## src/nfc_pkg.sv

```systemverilog
// package: constants for the nand feature host controller
package nfc_pkg;
  // nand command bytes, feature addresses and status fields
  localparam logic [7:0] CMD_GET_FEAT = 8'hEE;
  localparam logic [7:0] CMD_SET_FEAT = 8'hEF;
  localparam logic [7:0] CMD_STATUS = 8'h70;
  localparam logic [7:0] CMD_READ = 8'h00;
  localparam logic [7:0] CMD_RESET = 8'hFF;
  localparam logic [7:0] FEAT_DRIVE = 8'h80;
  localparam logic [7:0] FEAT_RB_PULL = 8'h81;
  localparam int STATUS_READY_BIT = 5;
  localparam int DRV_FIELD_W = 2;
  // register byte offsets
  localparam logic [3:0] REG_CTRL = 4'h0;
  localparam logic [3:0] REG_ADDR = 4'h4;
  localparam logic [3:0] REG_WDATA = 4'h8;
  localparam logic [3:0] REG_STAT = 4'hC;
  // ctrl register fields
  localparam int CTRL_GO = 0;
  localparam int CTRL_OP_LO = 1;
  localparam int CTRL_WP = 4;
  // status register fields
  localparam int STAT_BUSY = 0;
  localparam int STAT_PWR_OK = 1;
  localparam int STAT_DONE = 2;
  localparam logic [31:0] CTRL_RESET = 32'h0000_0000;
  // timing, 200 MHz clock
  localparam int CLK_MHZ = 200;
  localparam int PWRUP_US = 1000;
  localparam int PWRUP_CYC = PWRUP_US * CLK_MHZ;
  localparam int FEAT_BUSY_US = 1;
  localparam int FEAT_BUSY_CYC = FEAT_BUSY_US * CLK_MHZ;
  localparam int STROBE_NS = 20;
  localparam int STROBE_CYC = (STROBE_NS * CLK_MHZ + 999) / 1000;
  localparam int WHR_NS = 100;
  localparam int WHR_CYC = (WHR_NS * CLK_MHZ + 999) / 1000;
  localparam int PARAM_BYTES = 4;
  // host operations
  typedef enum logic [2:0] {
    OP_GET = 3'b000,
    OP_SET = 3'b001,
    OP_STATUS = 3'b010,
    OP_RESET = 3'b011
  } nfc_op_type;
  typedef enum logic [3:0] {
    ST_PWRUP = 4'b0000,
    ST_IDLE = 4'b0001,
    ST_CMD = 4'b0010,
    ST_ADDR = 4'b0011,
    ST_WDATA = 4'b0100,
    ST_WAIT_RB = 4'b0101,
    ST_RDATA = 4'b0110,
    ST_RECMD = 4'b0111,
    ST_GAP = 4'b1000
  } nfc_state_type;
endpackage

```

## src/nfc_host.sv

```systemverilog
// file: host controller for nand get/set features over axi4-lite
`timescale 1ns/100ps
module nfc_host
  import nfc_pkg::*;
#(
  parameter int PWRUP_CYCLES = PWRUP_CYC
) (
  // clock and reset
  input wire logic mclk,
  input wire logic sys_rst,
  // axi4-lite slave
  input wire logic [3:0] s_axi_awaddr,
  input wire logic s_axi_awvalid,
  output logic s_axi_awready,
  input wire logic [31:0] s_axi_wdata,
  input wire logic [3:0] s_axi_wstrb,
  input wire logic s_axi_wvalid,
  output logic s_axi_wready,
  output logic [1:0] s_axi_bresp,
  output logic s_axi_bvalid,
  input wire logic s_axi_bready,
  input wire logic [3:0] s_axi_araddr,
  input wire logic s_axi_arvalid,
  output logic s_axi_arready,
  output logic [31:0] s_axi_rdata,
  output logic [1:0] s_axi_rresp,
  output logic s_axi_rvalid,
  input wire logic s_axi_rready,
  // nand pins
  output logic chip_enable_n,
  output logic cmd_latch,
  output logic addr_latch,
  output logic write_strobe_n,
  output logic read_strobe_n,
  output logic write_protect_n,
  output logic [7:0] io_out,
  output logic io_oe,
  input wire logic [7:0] io_in,
  input wire logic ready_busy_n
);
  nfc_state_type state_reg;
  nfc_op_type op_reg;
  logic [31:0] ctrl_reg;
  logic [7:0] faddr_reg;
  logic [31:0] wdata_reg;
  logic [31:0] rdata_reg;
  logic pwr_ok_reg, done_reg, go_pulse;
  logic [1:0] idx_reg;
  logic [3:0] ph_reg;
  logic t_start;
  logic [23:0] t_count;
  logic t_done;
  logic aw_hold, w_hold;
  logic [3:0] aw_addr;
  logic [31:0] w_data;

  // ------------------------------------------------------------
  // delay counter shared by power-up wait and the write-to-busy/read gap
  // ------------------------------------------------------------
  nfc_tick #(.WIDTH(24)) u_tick (
    .mclk(mclk),
    .sys_rst(sys_rst),
    .start(t_start),
    .count(t_count),
    .done(t_done)
  );

  // ------------------------------------------------------------
  // axi4-lite write channel
  // ------------------------------------------------------------
  always_ff @(posedge mclk) begin
    if (sys_rst) begin
      s_axi_awready <= 1'b1;
      s_axi_wready <= 1'b1;
      s_axi_bvalid <= 1'b0;
      s_axi_bresp <= 2'b00;
      aw_hold <= 1'b0;
      w_hold <= 1'b0;
      aw_addr <= 4'h0;
      w_data <= 32'h0;
      ctrl_reg <= CTRL_RESET;
      faddr_reg <= FEAT_DRIVE;
      wdata_reg <= 32'h0;
      go_pulse <= 1'b0;
    end else begin
      go_pulse <= 1'b0;
      if (s_axi_awvalid && s_axi_awready) begin
        aw_addr <= s_axi_awaddr;
        aw_hold <= 1'b1;
        s_axi_awready <= 1'b0;
      end
      if (s_axi_wvalid && s_axi_wready) begin
        w_data <= s_axi_wdata;
        w_hold <= 1'b1;
        s_axi_wready <= 1'b0;
      end
      if (aw_hold && w_hold && !s_axi_bvalid) begin
        s_axi_bvalid <= 1'b1;
        s_axi_bresp <= 2'b00;
        case (aw_addr)
          REG_CTRL: begin
            ctrl_reg <= w_data;
            // go ignored while busy or before power-up wait ends
            go_pulse <= w_data[CTRL_GO] && state_reg == ST_IDLE;
          end
          REG_ADDR: faddr_reg <= w_data[7:0];
          REG_WDATA: wdata_reg <= w_data;
          REG_STAT: s_axi_bresp <= 2'b10;
          default: s_axi_bresp <= 2'b10;
        endcase
      end
      if (s_axi_bvalid && s_axi_bready) begin
        s_axi_bvalid <= 1'b0;
        aw_hold <= 1'b0;
        w_hold <= 1'b0;
        s_axi_awready <= 1'b1;
        s_axi_wready <= 1'b1;
      end
    end
  end

  // ------------------------------------------------------------
  // axi4-lite read channel
  // ------------------------------------------------------------
  always_ff @(posedge mclk) begin
    if (sys_rst) begin
      s_axi_arready <= 1'b1;
      s_axi_rvalid <= 1'b0;
      s_axi_rdata <= 32'h0;
      s_axi_rresp <= 2'b00;
    end else if (s_axi_arvalid && s_axi_arready) begin
      s_axi_arready <= 1'b0;
      s_axi_rvalid <= 1'b1;
      s_axi_rresp <= 2'b00;
      case (s_axi_araddr)
        REG_CTRL: s_axi_rdata <= ctrl_reg;
        REG_ADDR: s_axi_rdata <= {24'h0, faddr_reg};
        REG_WDATA: s_axi_rdata <= rdata_reg;
        REG_STAT: s_axi_rdata <= {29'h0, done_reg, pwr_ok_reg,
                                  state_reg != ST_IDLE};
        default: begin
          s_axi_rdata <= 32'h0;
          s_axi_rresp <= 2'b10;
        end
      endcase
    end else if (s_axi_rvalid && s_axi_rready) begin
      s_axi_rvalid <= 1'b0;
      s_axi_arready <= 1'b1;
    end
  end

  // ------------------------------------------------------------
  // nand sequencer
  // ------------------------------------------------------------
  always_comb begin
    t_start = 1'b0;
    t_count = 24'(PWRUP_CYCLES);
    if (state_reg == ST_PWRUP && !pwr_ok_reg && ph_reg == 4'd0) begin
      t_start = 1'b1;
    end else if (state_reg == ST_GAP && ph_reg == 4'd0) begin
      t_start = 1'b1;
      t_count = 24'(WHR_CYC);
    end
  end

  always_ff @(posedge mclk) begin
    if (sys_rst) begin
      state_reg <= ST_PWRUP;
      op_reg <= OP_GET;
      pwr_ok_reg <= 1'b0;
      done_reg <= 1'b0;
      idx_reg <= 2'd0;
      ph_reg <= 4'd0;
      rdata_reg <= 32'h0;
      chip_enable_n <= 1'b1;
      cmd_latch <= 1'b0;
      addr_latch <= 1'b0;
      write_strobe_n <= 1'b1;
      read_strobe_n <= 1'b1;
      write_protect_n <= 1'b0; // held low through power-up
      io_out <= 8'h00;
      io_oe <= 1'b0;
    end else begin
      case (state_reg)
        ST_PWRUP: begin
          ph_reg <= 4'd1;
          if (t_done) begin
            pwr_ok_reg <= 1'b1; // 1ms before first command
            state_reg <= ST_IDLE;
          end
        end
        ST_IDLE: begin
          chip_enable_n <= 1'b1;
          // protect level only changes between operations
          write_protect_n <= ctrl_reg[CTRL_WP];
          if (go_pulse) begin
            op_reg <= nfc_op_type'(ctrl_reg[CTRL_OP_LO +: 3]);
            done_reg <= 1'b0;
            chip_enable_n <= 1'b0;
            state_reg <= ST_CMD;
            ph_reg <= 4'd0;
          end
        end
        ST_CMD: begin
          cmd_latch <= 1'b1;
          io_oe <= 1'b1;
          case (op_reg)
            OP_GET: io_out <= CMD_GET_FEAT;
            OP_SET: io_out <= CMD_SET_FEAT;
            OP_STATUS: io_out <= CMD_STATUS;
            default: io_out <= CMD_RESET; // settings survive
          endcase
          ph_reg <= ph_reg + 4'd1;
          write_strobe_n <= ph_reg >= 4'(STROBE_CYC);
          if (ph_reg == 4'(2 * STROBE_CYC)) begin
            cmd_latch <= 1'b0;
            ph_reg <= 4'd0;
            idx_reg <= 2'd0;
            if (op_reg == OP_GET || op_reg == OP_SET) begin
              state_reg <= ST_ADDR;
            end else begin
              // reset too: busy may rise late after the strobe
              state_reg <= ST_GAP;
            end
          end
        end
        ST_ADDR: begin
          addr_latch <= 1'b1;
          io_out <= faddr_reg; // single address cycle
          ph_reg <= ph_reg + 4'd1;
          write_strobe_n <= ph_reg >= 4'(STROBE_CYC);
          if (ph_reg == 4'(2 * STROBE_CYC)) begin
            addr_latch <= 1'b0;
            ph_reg <= 4'd0;
            state_reg <= (op_reg == OP_SET) ? ST_WDATA : ST_GAP;
          end
        end
        ST_WDATA: begin
          // bytes PARAM_BYTES low byte first, one strobe each
          io_out <= wdata_reg[8*idx_reg +: 8];
          ph_reg <= ph_reg + 4'd1;
          write_strobe_n <= ph_reg >= 4'(STROBE_CYC);
          if (ph_reg == 4'(2 * STROBE_CYC)) begin
            ph_reg <= 4'd0;
            idx_reg <= idx_reg + 2'd1;
            if (idx_reg == 2'(PARAM_BYTES - 1)) begin
              io_oe <= 1'b0;
              state_reg <= ST_GAP; // busy follows fourth byte
            end
          end
        end
        ST_GAP: begin
          // covers write-to-busy and write-to-read delays
          io_oe <= 1'b0;
          ph_reg <= 4'd1;
          if (t_done) begin
            ph_reg <= 4'd0;
            state_reg <= (op_reg == OP_STATUS) ? ST_RDATA : ST_WAIT_RB;
          end
        end
        ST_WAIT_RB: begin
          // no command while busy; pin wait, not 70h polling
          if (ready_busy_n) begin
            if (op_reg == OP_GET) begin
              state_reg <= ST_RDATA;
            end else begin
              done_reg <= 1'b1;
              state_reg <= ST_IDLE;
            end
          end
        end
        ST_RDATA: begin
          // one byte per read strobe, after ready for get, straight after the gap for status
          ph_reg <= ph_reg + 4'd1;
          read_strobe_n <= ph_reg >= 4'(STROBE_CYC);
          if (ph_reg == 4'(STROBE_CYC)) begin
            rdata_reg[8*idx_reg +: 8] <= io_in;
          end
          if (ph_reg == 4'(2 * STROBE_CYC)) begin
            ph_reg <= 4'd0;
            idx_reg <= idx_reg + 2'd1;
            if (op_reg == OP_STATUS ||
                idx_reg == 2'(PARAM_BYTES - 1)) begin
              done_reg <= 1'b1;
              state_reg <= ST_IDLE;
            end
          end
        end
        default: state_reg <= ST_IDLE;
      endcase
    end
  end
endmodule

```

## src/nfc_tick.sv

```systemverilog
// file: programmable delay counter giving a one-cycle done pulse
`timescale 1ns/100ps
module nfc_tick #(
  parameter int WIDTH = 24
) (
  // clock and reset
  input wire logic mclk,
  input wire logic sys_rst,
  // control
  input wire logic start,
  input wire logic [WIDTH-1:0] count,
  output logic done
);
  logic [WIDTH-1:0] cnt_reg;
  logic run_reg;

  always_ff @(posedge mclk) begin
    if (sys_rst) begin
      cnt_reg <= '0;
      run_reg <= 1'b0;
      done <= 1'b0;
    end else begin
      done <= 1'b0;
      if (start) begin
        cnt_reg <= count;
        run_reg <= 1'b1;
      end else if (run_reg) begin
        if (cnt_reg <= 1) begin
          run_reg <= 1'b0;
          done <= 1'b1;
        end else begin
          cnt_reg <= cnt_reg - 1'b1;
        end
      end
    end
  end
endmodule

```

## config.mk

```make
export PLATFORM = sky130hd
export DESIGN_NAME = nfc_host
export DESIGN_NICKNAME = d
export VERILOG_FILES = /design/src/nfc_pkg.sv /design/src/nfc_host.sv /design/src/nfc_tick.sv
export SDC_FILE = /design/constraint.sdc
export NUM_CORES = 1
export LEC_CHECK = 0
export BUFFER_PORTS_ARGS = -buffer_cell sky130_fd_sc_hd__clkbuf_2
export CORE_MARGIN = 1
export CORE_UTILIZATION = 24
export CTS_CLUSTER_DIAMETER = 30
export CTS_CLUSTER_SIZE = 14
export DETAILED_ROUTE_END_ITERATION = 10
export SKIP_LAST_GASP = 1
export SYNTH_ARGS = -nofsm -noshare
export SYNTH_HDL_FRONTEND = slang
export SYNTH_SLANG_ARGS = --single-unit
```

## constraint.sdc

```tcl
create_clock -name mclk -period 2.7 [get_ports mclk]
set_clock_uncertainty 0.15 [all_clocks]
set_input_delay 0.81 -clock mclk [delete_from_list [all_inputs] [get_ports mclk]]
set_output_delay 0.81 -clock mclk [all_outputs]
set_load 0.05 [all_outputs]
```

==> flow_metrics.py, run 1 <==
metrics = {
    "placement": {
        "gp_congestion": 0.853,
        "dp_cells": 1806,
        "io_buffers": 109,
        "pre_cts_slack_ns": 0.302,
        "detailed_place_hpwl_um": 21700,
    },
    "route": {
        "drt-initial-drc-count": 559,
        "via_count": 9160,
        "drc": 0,
        "avgRoutedWirePerCell_um": 16.0,
        "drt_pass1_iterations": 5,
        "drt-total-wl_um": 30400,
        "viasPerCell": 4.83,
        "drtAntennaViolNets": 0,
    },
    "floorplan": {
        "dieWidth_um": 207,
        "initial_core_util_pct": 24.5,
        "core.rowCount": 74,
        "pin_count": 116,
        "core-area_mm2": 0.0412,
        "die-area_mm2": 0.0429,
        "die_height_um": 207,
    },
    "timing": {
        "setup_tns_ns": 0,
        "hold_slack_ns": 0.302,
        "setup_ws_ns": 0.272,
        "min_period_ns": 2.43,
        "hold_viol": 0,
        "rsz0062_at_grt": "false",
        "max_freq_mhz": 412,
        "slew_headroom_pct": 35.6,
        "timing.final.crit_share_pct": 89.9,
        "tightest_slew_ns": 0.958,
        "setup_violations": 0,
        "drv_slew": 0,
    },
    "clock_network": {
        "cts_setup_buffers": 0,
        "clock-sinks": 238,
        "cts_hold_buffers": 0,
        "h-tree-depth": 2,
        "clockBufferDepth": 3,
        "cts_resized": 0,
        "clk_pin_slew_ns": 0.05,
        "clk_latency_ns": 0.56,
        "numCtsBuffers": 50,
        "clock-root-buffer": "clkbuf_16",
        "cts_tree": "done",
    },
    "global_route": {
        "grt_max_degree": 175,
        "grt_pass1_wl_um": 48200,
        "first_global_vias": 8713,
        "antenna_found_initial": 1,
        "grt_usage_pct": 14.0,
        "grt_overflow": 0,
    },
    "layout": {
        "final_cell_mix": "dfxtp_1 (238), nand2_1 (215), a21oi_1 (158)",
        "final_cells": 1898,
        "drive_above_1_share_pct": 19.5,
        "area_growth_pct": 30.2,
        "final_nets": 1396,
        "final_common_cell": "dfxtp_1",
        "diodes": 0,
    },
    "synth": {
        "synth_top_cell_area_share_pct": 47.1,
        "async_flop_share_pct": 0,
        "synth.distinct_cells": 70,
        "synth_edf_count": 0,
        "yosysTopAreaCell": "dfxtp_1",
        "synthCells": 1205,
        "synthesis.area_mm2": 0.0101,
        "synth.area.top_cells": "dfxtp_1 (47%), nand2_1 (8.0%), a21oi_1 (7.8%)",
        "syn_area_per_cell_um2": 8.39,
        "synth-warning-count": 0,
        "ys_seq_area_share_pct": 47.1,
        "synth_seq_cells": 238,
        "synth_ff_type": "dfxtp_1",
    },
    "critical_path": {
        "cp_max_fo": 11,
        "path_class": "reg -> reg",
        "cp.required_ns": 3.02,
        "cp_data_arrival_time_ns": 2.75,
        "crit_path_end_kind": "flip-flop",
        "critPathLaunchType": "flip-flop",
    },
    "power_and_ir_drop": {
        "leakagePower_nw": 5.12,
        "vdd_ir_drop_max_mv": 0.534,
        "powerDensity_mw_per_mm2": 832,
    },
    "hold_path": {
        "min_path_type": "reg -> reg",
    },
    "flow_run": {
        "drv_cap": 0,
    },
    "outcome": {
        "status": "complete, no violations",
    },
}
==> worst max-delay path: stages, from the launching register on <==
cell and delay [ns]:
dfxtp_1 0.35, nor3_2 0.53, o211ai_1 0.28, o31a_1 0.49, a2111o_1 0.45, o211ai_1 0.08
==> path summary, 6_finish.rpt <==
check / cells after the start / slack [ns] / to / startpoint
max: 5 / 0.27 / u_tick.cnt_reg[2] / u_tick.cnt_reg[2]
min: 2 / 0.30 / rdata_reg[12] / rdata_reg[12]
max reg2reg: 5 / 0.27 / u_tick.cnt_reg[2] / u_tick.cnt_reg[2]
min reg2reg: 2 / 0.30 / rdata_reg[12] / rdata_reg[12]
==> routing by layer <==
metal | GRT usage [%] | vias to the layer above | routed length [um] | part of all wire (%)
met4 | 4.43 | 2 | 567 | 1.9
li1 | - | 4513 | - | -
met1 | 18.4 | 4343 | 14000 | 46
met2 | 22.8 | 258 | 14200 | 47
met5 | 0 | - | 11 | 0.036
met3 | 2.78 | 44 | 1600 | 5.3
==> per-stage QoR <==
| step | area [um2] | total power [mW] | utilization (%) |
|---|---|---|---|
| after floorplan | 10100 | 4.30 | - |
| final | 13200 | 11.0 | 32.0 |
| after CTS | 13200 | 11.1 | 32.0 |
| after global routing | 13200 | 11.4 | 32.0 |
| after global placement | 11400 | 4.54 | 27.6 |
| after detailed placement | 11400 | 4.56 | 27.6 |
==> cell type report <==
cell class / instances / area, um2
clock buffer: 60 / 1350
clock inverter: 32 / 455
fill: 4276 / 28000
inverter: 17 / 63.8
multi-input combinational: 868 / 4960
sequential: 238 / 4760
tap: 532 / 666
timing repair buffer: 151 / 905
==> Yosys cell counts (all sizes together) (4+ instances only) <==
| master | instances |
|---|---|
| a31oi | 6 |
| a21oi | 158 |
| nor3b | 7 |
| o32ai | 4 |
| nand3 | 50 |
| ha | 10 |
| o21ai | 30 |
| a22oi | 38 |
| nor4 | 9 |
| or3 | 14 |
| inv | 17 |
| nand2 | 215 |
| nor3 | 22 |
| mux2i | 45 |
| nand2b | 8 |
| o31ai | 9 |
| dfxtp | 238 |
| o211ai | 6 |
| a211oi | 12 |
| mux4 | 11 |
| buf | 26 |
| nor2 | 136 |
| clkbuf | 57 |
| and2 | 7 |
| nor2b | 4 |
| or4 | 10 |
==> logic make-up after synthesis <==
group / Yosys count / share of synthesized area (%)
AOI/OAI and AO/OA: 289 / 17.2
DFF: 238 / 47.1
and+or+nand+nor: 506 / 23.0
muxes: 58 / 7.13
adders and majority gates: 10 / 1.24
xor gates and xnor gates: 3 / 0.260
other: 1 / 0.0371
buffers and inverters: 100 / 4.00
==> where the power goes <==
group          internal (mW)  leakage [nW]  total (mW)  switching [mW]
registers               3.61          1.93        3.72           0.111
clock network           4.36         0.861        6.46            2.09
logic                  0.276          2.33       0.773           0.497
Power figures use the tool's default switching activity.
==> inputs of run 2 (changes only) <==
- PLACE_DENSITY: not set -> 0.38
==> flow_metrics.py, run 2 (same netlist as run 1, synthesis figures left out) <==
metrics = {
    "power_and_ir_drop": {
        "leakagePower_nw": 5.55,
        "p_comb_share_pct": 6.0,
        "p_int_mw": 10.3,
        "switching_power_mw": 3.00,
        "clockPowerShare_pct": 65.9,
        "powerDensity_mw_per_mm2": 951,
        "vdd_ir_drop_max_mv": 0.391,
        "swShare_pct": 22.6,
        "p_seq_share_pct": 28.1,
        "fin_total_pwr_mw": 13.3,
    },
    "layout": {
        "n_fill_cell": 4316,
        "final_cell_mix": "dfxtp_1 (238), nand2_1 (215), a21oi_1 (158)",
        "final_nets": 1426,
        "area_growth_pct": 38.1,
        "utilization_pct": 33.9,
        "drive_above_1_share_pct": 21.5,
        "final_common_cell": "dfxtp_1",
        "diodes": 0,
    },
    "timing": {
        "tightest_slew_ns": 1.09,
        "setup_tns_ns": 0,
        "timing.final.crit_share_pct": 93.1,
        "min_period_ns": 2.51,
        "hold_viol": 0,
        "slew_headroom_pct": 26.9,
        "max_freq_mhz": 398,
        "setup_violations": 0,
        "drv_slew": 0,
        "rsz0062_at_grt": "false",
    },
    "clock_network": {
        "clockBufferDepth": 3,
        "clock-root-buffer": "clkbuf_16",
        "h-tree-depth": 3,
        "cts_hold_buffers": 0,
        "clk_latency_ns": 0.57,
        "cts_resized": 0,
        "clk_pin_slew_ns": 0.04,
        "numCtsBuffers": 74,
        "clock-sinks": 238,
        "cts_tree": "done",
        "cts_setup_buffers": 0,
    },
    "critical_path": {
        "critPathLaunchType": "flip-flop",
        "r2r_end": "u_tick.cnt_reg[10]",
        "cp_max_fo": 7,
        "cp_data_arrival_time_ns": 2.78,
        "worst_r2r_path_depth": 7,
        "crit_path_end_kind": "flip-flop",
        "path_class": "reg -> reg",
        "cp.required_ns": 2.97,
        "reg2reg_slack_ns": 0.19,
        "timing.rr.start": "u_tick.cnt_reg[0]",
    },
    "placement": {
        "detailed_place_hpwl_um": 23100,
        "io_buffers": 109,
        "gp_congestion": 0.788,
    },
    "global_route": {
        "grt_max_degree": 95,
        "grt_pass1_wl_um": 52400,
        "antenna_found_initial": 0,
        "grt_usage_pct": 15.6,
        "first_global_vias": 8924,
        "grt_overflow": 0,
    },
    "hold_path": {
        "whs_endpoint": "rdata_reg[0]",
        "min_path_type": "reg -> reg",
        "hp-start": "rdata_reg[0]",
        "worstHoldPathCells": 2,
    },
    "route": {
        "drt_pass1_iterations": 8,
        "viasPerCell": 4.70,
        "via_count": 9125,
        "drt-initial-drc-count": 734,
        "drtAntennaViolNets": 0,
        "avgRoutedWirePerCell_um": 17.0,
        "drc": 0,
        "drt-total-wl_um": 33000,
    },
    "floorplan": {
        "initial_core_util_pct": 24.5,
        "core.rowCount": 74,
        "die_height_um": 207,
        "pin_count": 116,
        "dieWidth_um": 207,
        "core-area_mm2": 0.0412,
        "die-area_mm2": 0.0429,
    },
    "flow_run": {
        "drv_cap": 0,
    },
    "outcome": {
        "status": "complete, no violations",
    },
}
==> run 2: metal layers <==
metal	track usage, %	part of all wire, %	up-vias
met5	0	0	-
met4	5.71	2.2	0
met3	3.81	4.6	56
met2	22.8	43	216
met1	22.0	50	4272
li1	-	-	4581
==> run 2: cell type report <==
cell class / count / area [um2] / area share, %
Timing Repair Buffer: 157 / 937 / 6.71
Clock buffer: 105 / 2170 / 15.5
Inverter: 17 / 63.8 / 0.457
Multi-Input combinational cell: 868 / 4960 / 35.5
Tap cell: 532 / 666 / 4.77
Sequential cell: 238 / 4760 / 34.1
Clock inverter: 25 / 398 / 2.85
==> run 2: how the worst max path moves through the flow <==
stage | start | endpoint | cells after the start
after floorplan | s_axi_araddr[2] | s_axi_rdata[12] | 7
after global placement | u_tick.cnt_reg[0] | u_tick.cnt_reg[10] | 7
after detailed placement | u_tick.cnt_reg[0] | u_tick.cnt_reg[10] | 7
after CTS | u_tick.cnt_reg[0] | u_tick.cnt_reg[10] | 7
after global routing | u_tick.cnt_reg[0] | u_tick.cnt_reg[10] | 7
final | u_tick.cnt_reg[0] | u_tick.cnt_reg[10] | 7
==> run 2: worst max-delay path: stages, from the launching register on <==
cell and delay [ns]:
dfxtp_1 0.37, inv_1 0.08, ha_1 0.28, or4b_1 0.54, or3_1 0.41, o41a_1 0.33
a21oi_1 0.13, o32ai_1 0.09
==> run 2: power by group through the flow <==
stage	registers (mW)	logic [mW]	clock network (mW)
6_report	3.73	0.798	8.75
2_1_floorplan	3.78	0.526	0
4_1_cts	3.73	0.812	8.94
3_5_place_dp	3.79	0.809	0
5_1_grt	3.75	0.901	9.15
3_3_place_gp	3.79	0.809	0
==> run 2: through the flow <==
step                cells  worst slack [ns]  area (um2)  hold WS, ns
CTS                  1942             0.190       14000        0.284
floorplan            1206             0.275       10100        0.279
global route         1942            0.0588       14000        0.313
detailed placement   1812             0.204       11400        0.294
global placement     1812             0.216       11400        0.288
finish               1942             0.188       14000        0.297
